**src/design/pgc_pkg.sv**
```systemverilog
// constants for the pattern generator / checker block
// assumes a byte-wide register port decoded by the host-port logic upstream
package pgc_pkg;
   // register byte addresses
   localparam logic [7:0] ADDR_COUNT_HIGH = 8'h30;
   localparam logic [7:0] ADDR_COUNT_LOW  = 8'h31;
   localparam logic [7:0] ADDR_SNAPSHOT   = 8'h38;
   // sequence lengths: 2^23-1 and 2^15-1
   localparam int LONG_ORDER   = 23;
   localparam int LONG_TAP     = 18;
   localparam int SHORT_ORDER  = 15;
   localparam int SHORT_TAP    = 14;
   localparam int COUNT_WIDTH  = 16;
   // checker locks after this many matching bits, drops after this many errors in window
   localparam logic [5:0] LOCK_COUNT   = 6'h20;
   localparam logic [5:0] UNLOCK_ERRS  = 6'h08;
   localparam logic [5:0] WINDOW_BITS  = 6'h3F;
   localparam logic [7:0] BYTE_ZERO    = 8'h00;
endpackage : pgc_pkg

```
**src/design/pgc_prbs.sv**
```systemverilog
// pattern generator and checker with 16-bit error counter and holding byte
// assumes tx/rx bit enables are one-cycle pulses synchronous to clock_i (rx at the rx_clock rate)
`timescale 1ns/1ns
// Summary of operation
// - pattern logic works only when host_mode_i says the part is under register control.
// - with pattern enable set, tx sends 2^23-1 in E3 rate or 2^15-1 in STS-1/DS3 rate.
// - the same enable starts the receive checker together with the generator.
// - once the checker locks, the violation pin is driven low.
// - while out of sync the sync-loss bit is one and the violation pin high.
// - a rising write of one to error insert flips exactly one transmitted bit.
// - each bit error detected while locked pulses the violation pin high for one clock_i cycle while rx clock is high.
// - while enabled, the 16-bit counter increments once per detected bit error and holds at 0xFFFF.
// - every read of either byte copies the other byte to the holding byte and clears both.
// - errors are counted during acquisition too.
// - bits 15:8 sit at 0x30 and clear on read.
// - bits 7:0 sit at 0x31 and clear on read.
// - the holding byte at 0x38 is read only.
module pgc_prbs #(
   parameter int COUNT_W = pgc_pkg::COUNT_WIDTH
) (
   // clock and reset
   input  wire logic       clock_i,
   input  wire logic       rst_i,
   // mode
   input  wire logic       host_mode_i,
   input  wire logic       e3_mode_i,
   input  wire logic       pattern_enable_i,
   input  wire logic       error_insert_i,
   // register read port
   input  wire logic       reg_rd_i,
   input  wire logic [7:0] reg_addr_i,
   output logic      [7:0] reg_rdata_o,
   // line data
   input  wire logic       tx_bit_en_i,
   output logic            tx_data_o,
   input  wire logic       rx_bit_en_i,
   input  wire logic       rx_data_i,
   input  wire logic       rx_clock_i,
   input  wire logic       rx_neg_data_i,
   // status
   output logic            pattern_sync_loss_o,
   output logic            rx_violation_pin_o
);
   if (COUNT_W != pgc_pkg::COUNT_WIDTH) begin : g_bad_count_w
      $error("pgc_prbs: counter must be 16 bits");
   end

   logic              active;
   logic [22:0]       gen_sr, next_gen_sr, chk_sr, next_chk_sr;
   logic              ins_d, next_ins_d, ins_pend, next_ins_pend;
   logic              tx_q, next_tx_q;
   logic              locked, next_locked;
   logic [5:0]        run_cnt, next_run_cnt, err_cnt, next_err_cnt, win_cnt, next_win_cnt;
   logic              err_hit, next_err_hit;
   logic [15:0]       count, next_count;
   logic [7:0]        hold, next_hold, rdata, next_rdata;
   logic              gen_fb, chk_pred, bit_err;

   assign active = host_mode_i & pattern_enable_i;

   // feedback for the selected length
   always_comb begin
      if (e3_mode_i) begin
         gen_fb   = gen_sr[pgc_pkg::LONG_ORDER-1] ^ gen_sr[pgc_pkg::LONG_TAP-1];
         chk_pred = chk_sr[pgc_pkg::LONG_ORDER-1] ^ chk_sr[pgc_pkg::LONG_TAP-1];
      end else begin
         gen_fb   = gen_sr[pgc_pkg::SHORT_ORDER-1] ^ gen_sr[pgc_pkg::SHORT_TAP-1];
         chk_pred = chk_sr[pgc_pkg::SHORT_ORDER-1] ^ chk_sr[pgc_pkg::SHORT_TAP-1];
      end
      bit_err = active & rx_bit_en_i & (rx_data_i != chk_pred);
   end

   // generator and single-error insertion
   always_comb begin
      next_gen_sr   = gen_sr;
      next_tx_q     = tx_q;
      next_ins_d    = error_insert_i;
      next_ins_pend = ins_pend;
      if (error_insert_i & ~ins_d & active) begin
         next_ins_pend = 1'b1;
      end
      if (!active) begin
         next_ins_pend = 1'b0;
         next_gen_sr   = {23{1'b1}};
         next_tx_q     = 1'b0;
      end else if (tx_bit_en_i) begin
         next_gen_sr   = {gen_sr[21:0], gen_fb};
         next_tx_q     = gen_fb ^ next_ins_pend;
         next_ins_pend = 1'b0;
      end
   end

   // checker: self-synchronising until lock, then free-running
   always_comb begin
      next_chk_sr  = chk_sr;
      next_locked  = locked;
      next_run_cnt = run_cnt;
      next_err_cnt = err_cnt;
      next_win_cnt = win_cnt;
      next_err_hit = bit_err;
      if (!active) begin
         next_chk_sr  = '0;
         next_locked  = 1'b0;
         next_run_cnt = '0;
         next_err_cnt = '0;
         next_win_cnt = '0;
      end else if (rx_bit_en_i) begin
         if (!locked) begin
            next_chk_sr  = {chk_sr[21:0], rx_data_i};
            next_run_cnt = bit_err ? 6'h00 : run_cnt + 6'h01;
            if (run_cnt == pgc_pkg::LOCK_COUNT) begin
               next_locked  = 1'b1;
               next_err_cnt = '0;
               next_win_cnt = '0;
            end
         end else begin
            next_chk_sr  = {chk_sr[21:0], chk_pred};
            next_win_cnt = win_cnt + 6'h01;
            next_err_cnt = err_cnt + {5'h00, bit_err};
            if (next_err_cnt >= pgc_pkg::UNLOCK_ERRS) begin
               next_locked  = 1'b0;
               next_run_cnt = '0;
            end else if (win_cnt == pgc_pkg::WINDOW_BITS) begin
               next_err_cnt = '0;
            end
         end
      end
   end

   // error counter and byte-wise readout
   always_comb begin
      logic rd_hi, rd_lo;
      rd_hi      = reg_rd_i & (reg_addr_i == pgc_pkg::ADDR_COUNT_HIGH);
      rd_lo      = reg_rd_i & (reg_addr_i == pgc_pkg::ADDR_COUNT_LOW);
      next_count = count;
      next_hold  = hold;
      next_rdata = rdata;
      if (reg_rd_i) begin
         case (reg_addr_i)
            pgc_pkg::ADDR_COUNT_HIGH: next_rdata = count[15:8];
            pgc_pkg::ADDR_COUNT_LOW:  next_rdata = count[7:0];
            pgc_pkg::ADDR_SNAPSHOT:   next_rdata = hold;
            default:                  next_rdata = pgc_pkg::BYTE_ZERO;
         endcase
      end
      if (rd_hi) begin
         next_hold  = count[7:0];
         next_count = '0;
      end else if (rd_lo) begin
         next_hold  = count[15:8];
         next_count = '0;
      end
      // counting from enable, not gated by lock; an error in the clear cycle survives
      if (bit_err) begin
         if (next_count != 16'hFFFF) begin
            next_count = next_count + 16'h0001;
         end
      end
   end

   always_ff @(posedge clock_i or posedge rst_i) begin
      if (rst_i) begin
         gen_sr   <= {23{1'b1}};
         tx_q     <= 1'b0;
         ins_d    <= 1'b0;
         ins_pend <= 1'b0;
         chk_sr   <= '0;
         locked   <= 1'b0;
         run_cnt  <= '0;
         err_cnt  <= '0;
         win_cnt  <= '0;
         err_hit  <= 1'b0;
         count    <= '0;
         hold     <= '0;
         rdata    <= '0;
      end else begin
         gen_sr   <= next_gen_sr;
         tx_q     <= next_tx_q;
         ins_d    <= next_ins_d;
         ins_pend <= next_ins_pend;
         chk_sr   <= next_chk_sr;
         locked   <= next_locked;
         run_cnt  <= next_run_cnt;
         err_cnt  <= next_err_cnt;
         win_cnt  <= next_win_cnt;
         err_hit  <= next_err_hit;
         count    <= next_count;
         hold     <= next_hold;
         rdata    <= next_rdata;
      end
   end

   assign tx_data_o           = tx_q;
   assign reg_rdata_o         = rdata;
   assign pattern_sync_loss_o = active & ~locked;
   // high out of sync, low in sync, error pulse in the rx_clock high half
   always_comb begin
      if (!active) begin
         rx_violation_pin_o = rx_neg_data_i;
      end else if (!locked) begin
         rx_violation_pin_o = 1'b1;
      end else begin
         rx_violation_pin_o = err_hit & rx_clock_i;
      end
   end
endmodule : pgc_prbs

```
**config.mk**
```make
export PLATFORM = sky130hd
export DESIGN_NAME = pgc_prbs
export DESIGN_NICKNAME = d
export VERILOG_FILES = /design/src/design/pgc_pkg.sv /design/src/design/pgc_prbs.sv
export SDC_FILE = /design/constraint.sdc
export NUM_CORES = 1
export LEC_CHECK = 0
export BUFFER_PORTS_ARGS = -buffer_cell sky130_fd_sc_hd__buf_4
export CAP_MARGIN = 20
export CORE_MARGIN = 1
export CORE_UTILIZATION = 60
export DETAILED_ROUTE_END_ITERATION = 12
export GPL_ROUTABILITY_DRIVEN = 1
export PLACE_DENSITY = 0.78
export SYNTH_ARGS = -nofsm -noshare
export SYNTH_HDL_FRONTEND = slang
export SYNTH_SLANG_ARGS = --single-unit
```
**constraint.sdc**
```tcl
create_clock -name clock_i -period 6.15 [get_ports clock_i]
set_clock_uncertainty 0.15 [all_clocks]
set_input_delay 0.9225 -clock clock_i [delete_from_list [all_inputs] [get_ports clock_i]]
set_output_delay 0.9225 -clock clock_i [all_outputs]
set_load 0.01 [all_outputs]
```
## After elaboration in Yosys (flattened, before gate mapping)

Cells that the tools add are included.
Widths: inputs -> output; s select.

- $add $sub $neg: 4
- Multipliers: 0
- Div/mod/pow operators: 0
- $lt $le $gt $ge: 1
- Equal/unequal tests: 11
- Shift operators: 0
- Multiplexer cells: 40
- Bitwise gates (word level): 16
- Reductions and logical operators: 3

Operators by type and width:

| cell | count |
|---|---|
| $mux 23 | 4 |
| $mux 6 | 14 |
| $mux 16 | 4 |
| $eq 8x6->1 const B | 3 |
| $pmux 8 s3 | 1 |
| $add 16x1->16 const B | 1 |
| $mux 8 | 2 |
| $ne 16x16->1 const B | 1 |
| $mux 1 | 15 |
| $add 6x1->6 const B | 2 |
| $eq 6x6->1 const B | 2 |
| $and 1x1->1 | 9 |
| $add 6x1->6 | 1 |
| $ge 6x4->1 const B | 1 |
| $xor 1x1->1 | 5 |
| $ne 2x2->1 const B | 2 |
| $reduce_and 2->1 | 2 |
| $ne 3x1->1 const B | 1 |
| $ne 3x2->1 const B | 1 |
| $not 1->1 | 2 |
| $reduce_bool 2->1 | 1 |
| $ne 1x1->1 | 1 |

- Register bits after elaboration: 101
- Latch bits: 0
- RAM bits: 0
- ROM bits: 0
- Output and inout port bits: 11
- Memories kept: 0

## Logic depth before layout (Yosys ltp)

Gate-level depths: netlist (run 1).

- Word-level depth: 10
- Mapped depth: 12
- Depth with buffers taken out: 10

## Least setup slack after synthesis (run 1)

No wires, ideal clock.

- Kind: input -> register
- From: input rx_bit_en_i
- To: register run_cnt[3]
- Arrival: 3524 ps
- Slack: 2407 ps
- Cell stages on the path: 12
- Path buffers: 2
- Cells stage by stage: buf_2 -> or3b_1 -> mux2i_1 -> o21ai_1 -> buf_2 -> inv_2 -> ha_1 -> nand2_1 -> or3_1 -> a41o_1 -> or4b_1 -> nand3_1

- Longest elaborated chain between the ends: 6
- Elaborated cells between the ends (all ways): 11
- Classes of those cells: 1 x add/sub; 1 x order compare; 2 x eq/ne; 4 x mux; 2 x bitwise; 1 x reduce/logical

RTL lines:

| what | RTL line | text |
|---|---|---|
| start, declared | pgc_prbs.sv:36 | `input wire logic rx_bit_en_i,` |
| $and 1x1->1 (*) (2 in a row) | pgc_prbs.sv:70 | `bit_err = active & rx_bit_en_i & (rx_data_i != chk_pred);` |
| net bit_err | pgc_prbs.sv:57 | `logic gen_fb, chk_pred, bit_err;` |
| $add 6x1->6 or $mux 6 (tied branches) | pgc_prbs.sv:119, pgc_prbs.sv:110 |  |
| $ge 6x4->1 or $mux 6 (tied branches) | pgc_prbs.sv:120, pgc_prbs.sv:108 |  |
| $ne 3x2->1 (no source line) or $mux 6 (tied branches) | -- |  |
| $reduce_and 2->1 (no source line) or $mux 6 (tied branches) | -- |  |
| end signal, assigned | pgc_prbs.sv:183 | `run_cnt <= next_run_cnt;` |
| end, declared | pgc_prbs.sv:53 | `logic [5:0] run_cnt, next_run_cnt, err_cnt, next_err_cnt, win_cnt, next_win_cnt;` |

Mark *: on every way through the listed nets, which the timed path passes. The rest lies on a longest branch. The select of a mux whose other input is x is not followed.
A chain may end at the register's enable or synchronous reset.

## Final worst setup path (run 1)

Same ends and word-level chain as after synthesis.

==> impl_results.md, run 1 <==
* Area leader, netlist: dfrtp_1
* Synth Instances at 497
* Worst r2r dst: run_cnt[3]
* Share of layout cells above drive strength 1 at 15.58%
* Min-Delay Path Class: flop to flop
* Setup TNS at 0 ps
* DRC at 0
* Clk root buf: clkbuf_8
* Met2 usage at 36.21%
* Final instance area at 0.005499 mm^2
* Diode count at 0
* Area Growth Syn to Fin at 9.601%
* Distinct cells, synth at 53
* Type of the worst setup path: input pin to flop
* Setup-failing EPs final at 0
* Top-area cell type share of the netlist area at 38.90%
* Worst hold slack at 341.6 ps
* Largest net degree at the start of global routing at 52
* Critical Path End: run_cnt[3]
* Post-DRT Antenna Nets at 0
* R2R setup slack at 2840 ps
* Die Wd at 93.45 um
* CTS hold repair buffers at 0
* Async SR Flop Fraction at 100.0%
* Crit-path slowest cell: or4b_1
* Fin. Hold Viols at 0
* Wire per inst at 15.14 um
* DR pass1 iterations at 5
* RSZ-0062 raised after global routing: false
* Routing usage on met1 at 31.91%
* Site row count at 32
* Fillers at 590
* Origin of the critical flop-to-flop path: chk_sr[13]
* Grt peak-use layer: met2
* Final Total Pwr at 1233 uW
* DPL Wire Length at 6295 um
* Power per cell area at 224.2 mW/mm^2
* Post-synth EDFFs at 0
* Placed Area at 0.005284 mm^2
* Register bit total from synthesis at 101
* CTS-repair resized insts at 0
* Most frequent CP cell: buf_4
* Max Clk Rate at 258.1 MHz
* Synth warnings at 0
* Post-route clock period utilization at 62.99%
* Initial antenna violation count at 0
* Max Slew Vio Count at 0
* Total wire length at 9419 um
* Vias/cell at 5.973
* Critical path endpoint category: flop
* Seq/Total Area, Yosys at 50.95%
* Buffers added on ports at 30
* Met3 Usage GRT at 3.577%
* Max-cap viol count at 0
* Initial core utilization at 63.61%
* Worst-path maximum fanout at 36
* Clk sink count at 101
* Most used DFF post-synth: dfrtp_1
* Grt total ovfl at 0
* Htree depth at 3
* Final #Nets at 541
* Status: finished clean
* DR vias at 3715
* Initial DRC count at 288
* Crit-path cells: buf_4, or3b_1, mux2i_1, o21ai_1, buf_4, inv_2, ha_1, nand2_1, or3_1, a41o_1, or4b_1, nand3_1
* Worst slew pin tran at 851.1 ps
* CTS Buf Count at 9
* Syn_area_per_cell at 10.10 um^2
* Syn nets at 523
* Critical Path AT at 4040 ps
* Rel. slew slack at 42.95%
* GPL Wtd Cong at 0.8217
* Post-Syn Area at 0.005017 mm^2
* GRT Resource Usage Total at 22.77%
* TritonCTS clock tree: done
* Leak pwr at 0.002418 uW
* Required time worst endpoint at 6320 ps
* Chip Height at 93.45 um
* Worst IR Drop VDD at 0.1540 mV
* Final worst path period need at 3874 ps
* I/O pins at 31
* Core Area at 0.007888 mm^2
* Worst-Skew Late Latency at 370 ps
* Clock Pin Slew Worst Setup and Hold Paths at 110 ps
* Crit-path max cell delay at 490 ps
* Util after Layout at 69.72%
* Synth top area cells: dfrtp_1, mux2i_1, dfstp_2
* Vias in the first global route at 3386
* Critical path startpoint: rx_bit_en_i
* Crit path launch type: input pin
* Max Root-Sink Buffers at 2
* Path depth of the worst reg2reg path at 11
* DIE AREA at 0.008732 mm^2
* First-pass GRT wire length at 15590 um
* Setup Buffers After CTS at 0
per-layer routing:
metal  share of wire (%)  vias to the layer above
met5                   0                        -
met2                  46                      112
met4                 1.2                        0
met3                 4.4                        9
met1                  48                     1782
li1                    -                     1812
metrics by stage:
stage          worst slack (ps)  std cells
2_1_floorplan              2407        497
3_3_place_gp               1967        605
3_5_place_dp               1896        605
4_1_cts                    2294        621
5_1_grt                    2076        622
6_report                   2276        622
placed cells by master, fill, tap and decap left out, types with 13 or more instances in the layout:
master / count
o21ai_0: 13
dfrtp_1: 78
nor2_1: 42
nand2_1: 61
inv_1: 18
dfstp_2: 23
o22ai_1: 13
nand3_1: 22
buf_4: 34
mux2i_1: 68
a21oi_1: 22
cell families after synthesis:
family	after synthesis	synth area share (%)
AO/OA/AOI/OAI	86	10.77
buffers and inverters	48	3.865
adder cells (fa/ha/maj)	6	1.496
flip-flops	101	50.95
multiplexers	69	13.79
AND/OR/NAND/NOR	177	17.38
XOR/XNOR	10	1.746
cell usage after synthesis (all sizes together) (7+ instances only):
library cell,n
o21ai,22
buf,12
o22ai,13
or4,10
a21oi,22
o31ai,10
nand3,22
and3,7
mux2i,68
nand2,61
clkbuf,16
dfstp,23
xnor2,7
dfrtp,78
nor2,42
inv,20
worst max-delay path, delay by kind of cell:
family | cells | cell delay (ps)
simple gates | 5 | 1440
buf+inv | 3 | 730
compound gates | 2 | 450
mux | 1 | 290
fa+ha+maj | 1 | 200
how the worst min path moves through the flow:
stage                     cells after the start          to  slack, ps       start
after floorplan                               1  win_cnt[5]        290  win_cnt[5]
after global placement                        1  win_cnt[5]        310  win_cnt[5]
after detailed placement                      1  win_cnt[5]        320  win_cnt[5]
after CTS                                     1  win_cnt[5]        340  win_cnt[5]
after global routing                          1  win_cnt[5]        360  win_cnt[5]
final                                         1  win_cnt[5]        340  win_cnt[5]
final cells by class:
| type | count | area (um^2) | area share (%) |
|---|---|---|---|
| flip-flops and latches | 101 | 2556 | 46.48 |
| well taps | 102 | 127.6 | 2.321 |
| clock inverters | 7 | 63.81 | 1.160 |
| repair buffers | 35 | 282.8 | 5.142 |
| multi-input cells | 348 | 2267 | 41.23 |
| clock buffers | 9 | 123.9 | 2.253 |
| inverters | 20 | 77.57 | 1.411 |
flip-flops by register name, indices dropped and copies added (netlist names):
name,flops
gen_sr,23
run_cnt,6
chk_sr,23
reg_rdata_o,8
tx_data_o,1
count,16
locked,1
err_hit,1
hold,8
err_cnt,6
ins_d,1
win_cnt,6
ins_pend,1
power breakdown:
part | internal [uW] | switching, uW
combinational | 49.3 | 71.4
sequential | 681 | 27.4
clock | 158 | 247
total | 887 | 346
No activity file was read; power rests on OpenSTA's default activity.
==> run 2: changes to the inputs <==
CORE_UTILIZATION = 55   (was 60)
PLACE_DENSITY = 0.75   (was 0.78)
clock period = 3.3 ns   (was 6.15 ns; I/O delays follow)
==> run 2 against run 1 <==
Compared with the run above: final cell count rose by 2.9%; sequential share of layout area is 0.96 points lower; critical path depth down 2; total power rose by 90%; global-route usage down 1.3 points; hold slack got worse by 240 ps; first-iteration DRC count down 24%; setup slack got worse by 2000 ps; via count shrank 0.40%; sequential cell count did not move; non-clock buffer count grew 12; critical path type unchanged; critical endpoint is now count[6]; largest power group unchanged.
==> impl_results.md, run 2 (synthesis gave the netlist of run 1 again) <==
* Status: finished clean
* Initial antenna violation count at 0
* Area Growth Syn to Fin at 11.92%
* Clk root buf: clkbuf_8
* Initial DRC count at 218
* Vias in the first global route at 3672
* Hold path depth at 1
* Largest regs: chk_sr x23, gen_sr x23, count x16
* Total wire length at 9404 um
* Critical path buffers and inverters at 1
* Leak pwr at 0.002477 uW
* Worst-Skew Late Latency at 360 ps
* GPL Wtd Cong at 0.8435
* Worst IR Drop VDD at 0.2768 mV
* Max Clk Rate at 333.1 MHz
* Post-route clock period utilization at 90.98%
* Final worst path period need at 3002 ps
* DR pass1 iterations at 4
* Worst-path maximum fanout at 16
* First-pass GRT wire length at 16760 um
* Min-Delay Path Class: input pin to flop
* Htree depth at 3
* Most frequent CP cell: or4_1
* Path depth of the worst reg2reg path at 10
* Rel. slew slack at 43.18%
* Die Wd at 97.51 um
* Wire per inst at 14.69 um
* Final #Nets at 553
* Max Slew Vio Count at 0
* DR vias at 3700
* Power per cell area at 416.5 mW/mm^2
* Crit-path slowest cell: or4b_4
* Fin. Hold Viols at 0
* Type of the worst setup path: input pin to flop
* Diode count at 0
* Setup-failing EPs final at 0
* DPL Wire Length at 6304 um
* Crit path launch type: input pin
* Buffers added on ports at 30
* Initial core utilization at 57.25%
* Worst slew pin tran at 847.8 ps
* R2R setup slack at 340 ps
* Critical Path AT at 3140 ps
* Clock Pin Slew Worst Setup and Hold Paths at 90 ps
* I/O pins at 31
* Max Root-Sink Buffers at 2
* Core Area at 0.008763 mm^2
* Largest net degree at the start of global routing at 86
* Layout Cells excl Fill at 640
* Min-delay src: error_insert_i
* Most common cell after layout, fill and taps aside: dfrtp_1
* Origin of the critical flop-to-flop path: chk_sr[13]
* Critical path's top delay family: simple AND/OR/NAND/NOR gates
* GRT Resource Usage Total at 21.46%
* Chip Height at 97.51 um
* Critical path endpoint category: flop
* RSZ-0062 raised after global routing: false
* Clk sink count at 101
* Vias/cell at 5.781
* Worst r2r dst: run_cnt[3]
* Share of layout cells above drive strength 1 at 17.48%
* Util after Layout at 64.08%
* Crit-path max cell delay at 530 ps
* Grt total ovfl at 0
* Crit-path cells: buf_4, or4b_4, or4_1, and2_1, ha_1, nand2_1, or3_1, nor3_2, or4_1, a21oi_1
* Site row count at 34
* Most frequent cells in the layout: dfrtp_1, mux2i_1, nand2_1
* Post-DRT Antenna Nets at 0
* CTS Buf Count at 9
* DIE AREA at 0.009508 mm^2
* Worst Hold Path EP: ins_d
* Final Total Pwr at 2339 uW
* TritonCTS clock tree: done
* DRC at 0
* Placed insts at 622
* Max-cap viol count at 0
* Required time worst endpoint at 3440 ps
==> run 2: cell count changes in the layout (fill, tap and decap cells not counted), sizes merged <==
cell,before,now
buf,35,46
clkbuf,9,11
dlygate4sd3,0,1
inv,25,23
==> run 2: metrics by stage <==
stage               setup slack [ps]  TNS, ps  hold WS, ps  cell area (um^2)
global route                   115.0        0        80.30              5615
global placement               56.10        0        315.8              5378
CTS                            315.7        0        85.32              5578
floorplan                      4.324        0        287.5              5021
finish                         297.6        0        99.21              5615
detailed placement            -51.94   -338.4        320.2              5378
==> run 2: metal layers <==
layer	wire [um]	GRT usage, %	part of all wire, %	up-vias
met5	0	0	0	-
met4	131	7.240	1.4	0
met3	356	3.525	3.8	11
met2	4498	35.45	48	72
met1	4417	28.85	47	1789
li1	-	-	-	1828
==> run 2: report_power, final <==
group          switching [uW]  internal (uW)
combinational             130           99.4
clock                     441            347
sequential               52.8           1270
==> run 2: final cells by class <==
class	count	area [um^2]
Multi-Input combinational cell	348	2271
Timing Repair Buffer	47	375.4
Fill cell	709	3148
Inverter	20	77.57
Clock buffer	11	162.7
Clock inverter	5	37.54
Sequential cell	101	2556
Tap cell	108	135.1
==> run 2: worst max-delay path by stage <==
stage	startpoint	to	slack [ps]	cells after the start
finish	reg_addr_i[7]	count[6]	300	10
CTS	chk_sr[13]	run_cnt[3]	320	10
global placement	reg_addr_i[7]	count[7]	60	10
global route	reg_rd_i	count[1]	120	10
detailed placement	reg_rd_i	count[1]	-50	10
floorplan	rx_bit_en_i	run_cnt[3]	4	12
==> run 2: what timing repair did <==
action	in CTS	in global routing
hold endpoints to repair	0	20
setup endpoints to repair	0	0
hold buffers	0	1
buffers inserted	0	0
gates resized for setup	0	0
==> run 3: changes to the inputs <==
RECOVER_POWER = 50   (was unset)
==> run 3 against run 2 <==
Compared with the run above: final cell count unchanged; clock-buffer cell count is the same; design area shrank 0.16%; first-iteration DRC count grew 1.8%; critical path depth stayed put; critical endpoint unchanged; non-clock buffer count did not move; critical path type unchanged.
==> impl_results.md, run 3 (synthesis gave the netlist of run 1 again) <==
* Type of the worst setup path: input pin to flop
* Min-delay src: error_insert_i
* RSZ-0062 raised after global routing: false
* Net Switching at 623.6 uW
* Core Area at 0.008763 mm^2
* Rel. slew slack at 16.68%
* CTS Buf Count at 9
* Post-route clock period utilization at 90.88%
* Total wire length at 9434 um
* R2R setup slack at 320 ps
* Gate power share at 9.7%
* Most frequent cells in the layout: dfrtp_1, mux2i_1, nand2_1
* Worst slew pin tran at 1250 ps
* Min-Delay Path Class: input pin to flop
* Max Root-Sink Buffers at 2
* Crit path launch type: input pin
* Worst IR Drop VDD at 0.2787 mV
* Share of layout cells above drive strength 1 at 17.11%
* Crit-path max cell delay at 530 ps
* CTS-repair resized insts at 0
* Largest net degree at the start of global routing at 86
* Crit-path cells: buf_4, or4b_4, or4_1, and2_1, ha_1, nand2_1, or3_1, nor3_2, or4_1, a21oi_1
* Critical path's top delay family: simple AND/OR/NAND/NOR gates
* Critical Path AT at 3140 ps
* Clock share of power at 33.7%
* Htree depth at 3
* Grt total ovfl at 0
* Clk sink count at 101
* CTS hold repair buffers at 0
* Max Slew Vio Count at 0
* Site row count at 34
* Max-cap viol count at 0
* Max Clk Rate at 333.4 MHz
* I/O pins at 31
* Area Growth Syn to Fin at 11.75%
* Initial DRC count at 222
* DRC at 0
* Final Total Pwr at 2337 uW
* Seq pwr share at 56.5%
* Post-DRT Antenna Nets at 0
* Wire per inst at 14.74 um
* Setup Buffers After CTS at 0
* DPL Wire Length at 6304 um
* Most common cell after layout, fill and taps aside: dfrtp_1
* Final worst path period need at 2999 ps
* Diode count at 0
* Setup-failing EPs final at 0
* Fin. Hold Viols at 0
* Critical path startpoint: reg_addr_i[7]
* Clock Pin Slew Worst Setup and Hold Paths at 90 ps
* Status: finished clean
* Worst-path maximum fanout at 16
* Most frequent CP cell: or4_1
* Initial core utilization at 57.25%
* DR pass1 iterations at 5
* Worst hold slack at 120.4 ps
* Clk root buf: clkbuf_8
* Net Sw Frac at 26.68%
* Required time worst endpoint at 3440 ps
* Largest regs: chk_sr x23, gen_sr x23, count x16
* Util after Layout at 63.98%
* Critical path buffers and inverters at 1
* Vias/cell at 5.820
* Chip Height at 97.51 um
* Power per cell area at 416.8 mW/mm^2
* Initial antenna violation count at 0
* Buffers added on ports at 30
* Leak pwr at 0.002464 uW
* Vias in the first global route at 3672
* Die Wd at 97.51 um
* Int Power at 1714 uW
* GRT Resource Usage Total at 21.46%
* Critical path endpoint category: flop
* Fillers at 711
* TritonCTS clock tree: done
* Final #Nets at 553
* Origin of the critical flop-to-flop path: chk_sr[13]
* DIE AREA at 0.009508 mm^2
* DR vias at 3725
* First-pass GRT wire length at 16760 um
* Worst-Skew Late Latency at 360 ps
* Crit-path slowest cell: or4b_4
* GPL Wtd Cong at 0.8435
run 3: path summary, 6_finish.rpt:
path                            depth (start not counted)    endpoint
min in group asynchronous                               3  err_cnt[3]
worst min register to register                          1  win_cnt[5]
worst max register to register                         10  run_cnt[3]
max in group asynchronous                               5  gen_sr[17]
worst min-delay path                                    1       ins_d
worst max-delay path                                   10    count[6]
run 3: worst register-to-register path: stages (launching register included):
cell and delay, ps:
dfrtp_1 420, xnor2_1 340, mux2i_2 280, o21ai_1 120, inv_2 150, ha_1 210
nand2_1 70, or3_1 390, a41o_1 240, or4b_1 470, nand3_1 100
run 3: routing by layer:
| layer | part of all wire (%) | global-route usage, % | up-vias |
|---|---|---|---|
| met1 | 47 | 28.85 | 1797 |
| met4 | 1.4 | 7.240 | 0 |
| met5 | 0 | 0 | - |
| met2 | 48 | 35.45 | 88 |
| li1 | - | - | 1829 |
| met3 | 4.0 | 3.525 | 11 |
run 3: power groups by stage:
stage	Clock, uW	Sequential [uW]	Combinational, uW
2_1_floorplan	0	1320	167
3_3_place_gp	0	1340	220
3_5_place_dp	0	1340	227
6_report	789	1320	228
5_1_grt	857	1330	258
4_1_cts	809	1320	227
run 3: per-stage QoR:
step,setup WS (ps),TNS (ps),cell area [um^2],cells
final,300.8,0,5607,640
after detailed placement,-51.94,-338.4,5378,622
after global placement,56.10,0,5378,622
after CTS,315.7,0,5578,638
after global routing,115.0,0,5607,640
after floorplan,4.324,0,5021,497
run 3: area by class of cell:
class	count	area [um^2]	share of cell area, %
well taps	108	135.1	2.410
flip-flops and latches	101	2556	45.59
inverters	20	76.32	1.361
multi-input cells	348	2271	40.50
clock buffers	11	162.7	2.901
clock inverters	5	37.54	0.6695
repair buffers	47	367.9	6.561
